$ cat config.mk
export PLATFORM = sky130hd
export DESIGN_NAME = bio_ports
export DESIGN_NICKNAME = d
export VERILOG_FILES = /design/src/hw/bio_pkg.sv /design/src/hw/bio_ports.sv
export SDC_FILE = /design/constraint.sdc
export NUM_CORES = 1
export LEC_CHECK = 0
export ABC_AREA = 1
export BUFFER_PORTS_ARGS = -buffer_cell sky130_fd_sc_hd__clkbuf_2
export CAP_MARGIN = 25
export CORE_AREA = 10 10 110 121
export CTS_CLUSTER_DIAMETER = 150
export CTS_CLUSTER_SIZE = 40
export DETAILED_ROUTE_END_ITERATION = 8
export DIE_AREA = 0 0 120 131
export HOLD_SLACK_MARGIN = 0.12
export PLACE_DENSITY = 0.73
export RECOVER_POWER = 50
export SETUP_SLACK_MARGIN = 0.15
export SLEW_MARGIN = 20
export SYNTH_ARGS = -nofsm -noshare
export SYNTH_HDL_FRONTEND = slang
export SYNTH_SLANG_ARGS = --single-unit
export TNS_END_PERCENT = 100
$ cat constraint.sdc
create_clock -name MCLK -period 1.8 [get_ports MCLK]
set_input_delay 0.09 -clock MCLK [delete_from_list [all_inputs] [get_ports MCLK]]
set_output_delay 0.09 -clock MCLK [all_outputs]
set_load 0.02 [all_outputs]
$ cat src/hw/bio_pkg.sv
// Purpose: constants for the four bidirectional byte-wide I/O ports
// Assumes: one internal clock MCLK, asynchronous active-low reset
// Notes: internal bus address selects port and latch or direction byte
package bio_pkg;
  localparam int BIO_PORTS = 4;
  localparam int BIO_WIDTH = 8;
  localparam int BIO_ADDR_W = 3;
  // address bit 2 picks direction byte, bits 1:0 pick the port
  localparam int BIO_SEL_DIR = 2;
  localparam logic [BIO_WIDTH-1:0] BIO_DIR_RESET = 8'h00;
  localparam logic [BIO_WIDTH-1:0] BIO_DATA_INIT = 8'h00;
  localparam logic [1:0] BIO_PORT_FIRST = 2'h0;
  localparam logic [1:0] BIO_PORT_SECOND = 2'h1;
  localparam logic [1:0] BIO_PORT_THIRD = 2'h2;
  localparam logic [1:0] BIO_PORT_FOURTH = 2'h3;
endpackage

$ cat src/hw/bio_ports.sv
// Purpose: four byte-wide bidirectional I/O ports on the internal bus
// Assumes: bus signals are on the MCLK domain; pins are asynchronous
// Notes: pins are split into input, output and output enable
module bio_ports
  import bio_pkg::*;
(
  input wire logic MCLK,
  input wire logic RST_N,
  input wire logic BUS_SEL,
  input wire logic BUS_WR,
  input wire logic [BIO_ADDR_W-1:0] BUS_ADDR,
  input wire logic [BIO_WIDTH-1:0] BUS_WDATA,
  output logic [BIO_WIDTH-1:0] BUS_RDATA,
  input wire logic [BIO_WIDTH-1:0] FIRST_PORT_LINES_IN,
  output logic [BIO_WIDTH-1:0] FIRST_PORT_LINES_OUT,
  output logic [BIO_WIDTH-1:0] FIRST_PORT_LINES_OE,
  input wire logic [BIO_WIDTH-1:0] SECOND_PORT_LINES_IN,
  output logic [BIO_WIDTH-1:0] SECOND_PORT_LINES_OUT,
  output logic [BIO_WIDTH-1:0] SECOND_PORT_LINES_OE,
  input wire logic [BIO_WIDTH-1:0] THIRD_PORT_LINES_IN,
  output logic [BIO_WIDTH-1:0] THIRD_PORT_LINES_OUT,
  output logic [BIO_WIDTH-1:0] THIRD_PORT_LINES_OE,
  input wire logic [BIO_WIDTH-1:0] FOURTH_PORT_LINES_IN,
  output logic [BIO_WIDTH-1:0] FOURTH_PORT_LINES_OUT,
  output logic [BIO_WIDTH-1:0] FOURTH_PORT_LINES_OE
);

  // one latch and one direction flop group per port
  logic [BIO_WIDTH-1:0] first_data_reg;
  logic [BIO_WIDTH-1:0] second_data_reg;
  logic [BIO_WIDTH-1:0] third_data_reg;
  logic [BIO_WIDTH-1:0] fourth_data_reg;
  logic [BIO_WIDTH-1:0] first_dir_reg;
  logic [BIO_WIDTH-1:0] second_dir_reg;
  logic [BIO_WIDTH-1:0] third_dir_reg;
  logic [BIO_WIDTH-1:0] fourth_dir_reg;
  // indexed views of the flops for the read path
  logic [BIO_WIDTH-1:0] data_view [BIO_PORTS];
  logic [BIO_WIDTH-1:0] dir_view [BIO_PORTS];
  logic [BIO_WIDTH-1:0] pin_meta_reg [BIO_PORTS];
  logic [BIO_WIDTH-1:0] pin_sync_reg [BIO_PORTS];
  logic [BIO_WIDTH-1:0] pin_raw [BIO_PORTS];
  logic [BIO_WIDTH-1:0] rdata_next;
  logic [BIO_PORTS-1:0] data_wr;
  logic [BIO_PORTS-1:0] dir_wr;
  logic [1:0] port_idx;
  logic dir_sel;
  logic rd_en;

  // mixes pin level and latch per bit according to direction
  function automatic logic [BIO_WIDTH-1:0] read_mix(
    input logic [BIO_WIDTH-1:0] dir,
    input logic [BIO_WIDTH-1:0] latch,
    input logic [BIO_WIDTH-1:0] pin
  );
    read_mix = (dir & latch) | (~dir & pin);
  endfunction

  // true when a write strobe targets one byte kind of one port
  function automatic logic wr_hit(
    input logic sel,
    input logic wr,
    input logic [BIO_ADDR_W-1:0] addr,
    input logic [1:0] port,
    input logic want_dir
  );
    wr_hit = sel && wr && (addr[1:0] == port)
             && (addr[BIO_SEL_DIR] == want_dir);
  endfunction

  // bus address decode into port index and byte kind
  assign port_idx = BUS_ADDR[1:0];
  assign dir_sel = BUS_ADDR[BIO_SEL_DIR];
  assign rd_en = BUS_SEL && !BUS_WR;

  // per-port write strobes for the data latch bytes
  assign data_wr[BIO_PORT_FIRST] = wr_hit(BUS_SEL, BUS_WR, BUS_ADDR,
                                          BIO_PORT_FIRST, 1'b0);
  assign data_wr[BIO_PORT_SECOND] = wr_hit(BUS_SEL, BUS_WR, BUS_ADDR,
                                           BIO_PORT_SECOND, 1'b0);
  assign data_wr[BIO_PORT_THIRD] = wr_hit(BUS_SEL, BUS_WR, BUS_ADDR,
                                          BIO_PORT_THIRD, 1'b0);
  assign data_wr[BIO_PORT_FOURTH] = wr_hit(BUS_SEL, BUS_WR, BUS_ADDR,
                                           BIO_PORT_FOURTH, 1'b0);

  // per-port write strobes for the direction bytes
  assign dir_wr[BIO_PORT_FIRST] = wr_hit(BUS_SEL, BUS_WR, BUS_ADDR,
                                         BIO_PORT_FIRST, 1'b1);
  assign dir_wr[BIO_PORT_SECOND] = wr_hit(BUS_SEL, BUS_WR, BUS_ADDR,
                                          BIO_PORT_SECOND, 1'b1);
  assign dir_wr[BIO_PORT_THIRD] = wr_hit(BUS_SEL, BUS_WR, BUS_ADDR,
                                         BIO_PORT_THIRD, 1'b1);
  assign dir_wr[BIO_PORT_FOURTH] = wr_hit(BUS_SEL, BUS_WR, BUS_ADDR,
                                          BIO_PORT_FOURTH, 1'b1);

  assign pin_raw[BIO_PORT_FIRST] = FIRST_PORT_LINES_IN;
  assign pin_raw[BIO_PORT_SECOND] = SECOND_PORT_LINES_IN;
  assign pin_raw[BIO_PORT_THIRD] = THIRD_PORT_LINES_IN;
  assign pin_raw[BIO_PORT_FOURTH] = FOURTH_PORT_LINES_IN;

  // two-flop synchroniser on every pin input
  always_ff @(posedge MCLK or negedge RST_N) begin
    if (!RST_N) begin
      for (int i = 0; i < BIO_PORTS; i++) begin
        pin_meta_reg[i] <= BIO_DATA_INIT;
        pin_sync_reg[i] <= BIO_DATA_INIT;
      end
    end else begin
      for (int i = 0; i < BIO_PORTS; i++) begin
        pin_meta_reg[i] <= pin_raw[i];
        pin_sync_reg[i] <= pin_meta_reg[i];
      end
    end
  end

  // first port direction byte, reset makes every line an input
  always_ff @(posedge MCLK or negedge RST_N) begin
    if (!RST_N) begin
      first_dir_reg <= BIO_DIR_RESET;
    end else if (dir_wr[BIO_PORT_FIRST]) begin
      first_dir_reg <= BUS_WDATA;
    end
  end

  // second port direction byte
  always_ff @(posedge MCLK or negedge RST_N) begin
    if (!RST_N) begin
      second_dir_reg <= BIO_DIR_RESET;
    end else if (dir_wr[BIO_PORT_SECOND]) begin
      second_dir_reg <= BUS_WDATA;
    end
  end

  // third port direction byte
  always_ff @(posedge MCLK or negedge RST_N) begin
    if (!RST_N) begin
      third_dir_reg <= BIO_DIR_RESET;
    end else if (dir_wr[BIO_PORT_THIRD]) begin
      third_dir_reg <= BUS_WDATA;
    end
  end

  // fourth port direction byte
  always_ff @(posedge MCLK or negedge RST_N) begin
    if (!RST_N) begin
      fourth_dir_reg <= BIO_DIR_RESET;
    end else if (dir_wr[BIO_PORT_FOURTH]) begin
      fourth_dir_reg <= BUS_WDATA;
    end
  end

  // first port latch: written whatever the direction, kept over reset
  always_ff @(posedge MCLK) begin
    if (data_wr[BIO_PORT_FIRST]) begin
      first_data_reg <= BUS_WDATA;
    end
  end

  // second port latch, no reset on purpose
  always_ff @(posedge MCLK) begin
    if (data_wr[BIO_PORT_SECOND]) begin
      second_data_reg <= BUS_WDATA;
    end
  end

  // third port latch, no reset on purpose
  always_ff @(posedge MCLK) begin
    if (data_wr[BIO_PORT_THIRD]) begin
      third_data_reg <= BUS_WDATA;
    end
  end

  // fourth port latch, no reset on purpose
  always_ff @(posedge MCLK) begin
    if (data_wr[BIO_PORT_FOURTH]) begin
      fourth_data_reg <= BUS_WDATA;
    end
  end

  // indexed views so the read mux can pick a port by address
  assign data_view[BIO_PORT_FIRST] = first_data_reg;
  assign data_view[BIO_PORT_SECOND] = second_data_reg;
  assign data_view[BIO_PORT_THIRD] = third_data_reg;
  assign data_view[BIO_PORT_FOURTH] = fourth_data_reg;
  assign dir_view[BIO_PORT_FIRST] = first_dir_reg;
  assign dir_view[BIO_PORT_SECOND] = second_dir_reg;
  assign dir_view[BIO_PORT_THIRD] = third_dir_reg;
  assign dir_view[BIO_PORT_FOURTH] = fourth_dir_reg;

  // read mux: direction byte as stored, data byte mixed per bit
  always_comb begin
    rdata_next = BIO_DATA_INIT;
    if (dir_sel) begin
      rdata_next = dir_view[port_idx];
    end else begin
      rdata_next = read_mix(dir_view[port_idx], data_view[port_idx],
                            pin_sync_reg[port_idx]);
    end
  end

  // registered read data, held until the next read
  always_ff @(posedge MCLK or negedge RST_N) begin
    if (!RST_N) begin
      BUS_RDATA <= BIO_DATA_INIT;
    end else if (rd_en) begin
      BUS_RDATA <= rdata_next;
    end
  end

  // pin drive straight from latch flops, so a write shows next cycle
  assign FIRST_PORT_LINES_OUT = first_data_reg;
  assign SECOND_PORT_LINES_OUT = second_data_reg;
  assign THIRD_PORT_LINES_OUT = third_data_reg;
  assign FOURTH_PORT_LINES_OUT = fourth_data_reg;

  // output enables straight from the direction flops
  assign FIRST_PORT_LINES_OE = first_dir_reg;
  assign SECOND_PORT_LINES_OE = second_dir_reg;
  assign THIRD_PORT_LINES_OE = third_dir_reg;
  assign FOURTH_PORT_LINES_OE = fourth_dir_reg;

endmodule

==> results.yml <==
cells_and_area:
  mostFrequentLayoutCells: "nand2_1, clkbuf_2, dfrtp_1, nand3_1, dlygate4sd3_1"
  final_cells: 847
  antenna_cells: 0
  nets: 734
  area_growth_pct: 32.3
  mostFrequentLayoutCell: "nand2_1"
  drive_gt1_share_pct: 24.3
drt:
  viasPerCell: 4.97
  vias: 4208
  ant_nets: 0
  drt-pass1-iter-count: 6
  first_iter_violations: 415
  wl_um: 14000
  drc: 0
  post_drt_wl_per_cell_um: 16.5
pwr:
  leakage_uw: 0.00350
  p_sw_share_pct: 28.9
  p_sw_uw: 2390
  clkPwrFrac_pct: 41.1
  p_int_uw: 5890
  p_per_area_nw_per_um2: 1180
  p_seq_share_pct: 44.0
  p_comb_share_pct: 15.0
  ir_drop_uv: 752
flow_run:
  drv_cap: 0
critical_path:
  worstPathMaxFanout: 42
  crit_arrival_ns: 1.83
  rr_startpoint: "FOURTH_PORT_LINES_OUT[1]"
  path_class: "in -> async"
  required_ns: 2.34
  cp-start-kind: "input pin"
  rrSetupSlack_ns: 0.62
  ff2ff_path_depth: 6
  rr_endpoint: "BUS_RDATA[1]"
  cp-end-kind: "async pin"
placement:
  place_ws_ns: 0.253
  gp_congestion: 0.866
  numPortBuffers: 118
  dp_hpwl_um: 9770
  placed_cells: 774
yosys:
  yosys_warnings: 0
  synth_compound_area_share_pct: 3.62
  synthMuxAreaShare_pct: 0
  syn-cell-area_sq_um: 5290
  synth_ff_type: "dfrtp_1"
  yosysTopAreaCell: "dfrtp_1"
  syn_area_per_cell_sq_um: 10.3
  yosys.area_share.xor_xnor_pct: 0
  synth_top_family_by_area: "simple AND/OR/NAND/NOR gates"
  synth_seq_cells: 136
  synth-simple-area-share_pct: 24.3
  synth_cell_type_count: 23
  synth_top_area_share_pct: 49.2
  async_flop_share_pct: 76.5
  synthTopCellsByArea: "dfrtp_1, edfxtp_1, nand2_1"
  synthCells: 515
  syn_nets: 562
  yosysSeqAreaShare_pct: 67.3
  synth_fa_ha_area_share_pct: 0
  synth-edff-count: 32
grt:
  grt_remaining_overflow: 0
  grt_start_max_net_pins: 43
  grt_pass1_vias: 4407
  grt_antenna_before_repair: 0
  grtUsageTotal_pct: 18.6
  grt_pass1_wl_um: 22500
sta:
  skew_ns: 0.00630
  worst_pin_slew_ns: 1.02
  layout_min_cycle_time_ns: 1.29
  setup_ws_ns: 0.510
  hold_violations: 0
  timing.setup.tns_ns: 0
  setup_viol: 0
  fin_crit_sh_pct: 71.6
  rsz0062_at_grt: "false"
  fmax_mhz: 775
  report.final.slew_viol_count: 0
  slew_headroom_pct: 32.1
clock_network:
  htreeDepth: 4
  cts_sinks: 136
  cts_buffer_depth: 2
  clk_latency_ns: 0.42
  cts_resized: 0
  clockRootBuffer: "clkbuf_16"
  clkTransAtPathRegs_ns: 0.06
  cts_buffers: 17
  cts_tree: "done"
hold_path:
  min_path_type: "in -> reg"
  min_delay_path_depth: 5
  worstHoldEndpoint: "BUS_RDATA[5]"
  min-delay-start: "BUS_WR"
die:
  die_h_um: 131
  start_util_pct: 48.7
  core_sq_um: 10900
  die_w_um: 120
  fp.dieArea_sq_um: 15700
  row_count: 40
  io_pins: 119
status:
  outcome: "finished, final reports clean"
## power by group through the flow
stage	Combinational (uW)	Clock, uW	Sequential [uW]
after global routing	1370	3600	3670
after floorplan	467	0	3880
after CTS	1260	3440	3630
after detailed placement	1180	0	3690
final	1240	3400	3640
after global placement	1150	0	3680
## worst max-delay path, cell delays in order
cell and delay (ns):
dlygate4sd3_1 0.52, clkbuf_2 0.77, clkbuf_1 0.44
## metal layers
| metal | global-route usage [%] | vias to the layer above | wire (um) | share of wire, % |
|---|---|---|---|---|
| li1 | - | 2007 | - | - |
| met1 | 20.7 | 1974 | 5460 | 39 |
| met2 | 31.1 | 202 | 6860 | 49 |
| met3 | 6.74 | 25 | 1300 | 9.3 |
| met4 | 9.09 | 0 | 358 | 2.6 |
| met5 | 0 | - | 0 | 0 |
## Yosys cell counts, types with 2 or more instances
library cell and n:
nor3_1 3, edfxtp_1 32, o21ai_2 3, o21ai_1 24
dfrtp_1 104, inv_1 18, nand3_1 41, nor2_1 17
buf_6 9, inv_4 2, inv_2 2, nand3_4 3
buf_4 4, nor2_8 2, buf_2 6, nand2_1 231
o21ai_0 8
## worst max path at each step
stage | from | endpoint | slack (ns)
after floorplan | BUS_ADDR[1] | FIRST_PORT_LINES_OUT[0] | 0.26
after global placement | BUS_ADDR[2] | BUS_RDATA[1] | 0.28
after detailed placement | BUS_ADDR[1] | FIRST_PORT_LINES_OUT[0] | 0.25
after CTS | FOURTH_PORT_LINES_OUT[1] | BUS_RDATA[1] | 0.65
after global routing | RST_N | FOURTH_PORT_LINES_OE[6] | 0.27
final | RST_N | THIRD_PORT_LINES_OE[6] | 0.51
## cell type report
| type | count | area [sq um] |
|---|---|---|
| Fill cell | 882 | 3860 |
| Sequential cell | 136 | 3560 |
| Multi-Input combinational cell | 338 | 1490 |
| Timing Repair Buffer | 172 | 1100 |
| Clock buffer | 19 | 454 |
| Tap cell | 147 | 184 |
| Clock inverter | 13 | 131 |
| Inverter | 22 | 87.6 |
## stage by stage
step	total power (uW)	cell area [sq um]	hold slack (ns)	utilization (%)
detailed placement	4860	6020	0.102	55.5
global placement	4840	6020	0.0984	55.5
CTS	8330	7020	0.127	64.6
global route	8640	7000	0.165	64.5
floorplan	4350	5300	-0.206	-
finish	8270	7000	0.155	64.5
## what timing repair did
action,in CTS,in global routing
hold endpoints to repair,199,0
buffers inserted,0,0
hold buffers,41,0
## cell families after synthesis
| logic type | count (synthesis) |
|---|---|
| flip-flops | 136 |
| buffers and inverters | 41 |
| AO/OA/AOI/OAI | 36 |
| AND/OR/NAND/NOR | 302 |
Power figures use the tool's default switching activity.
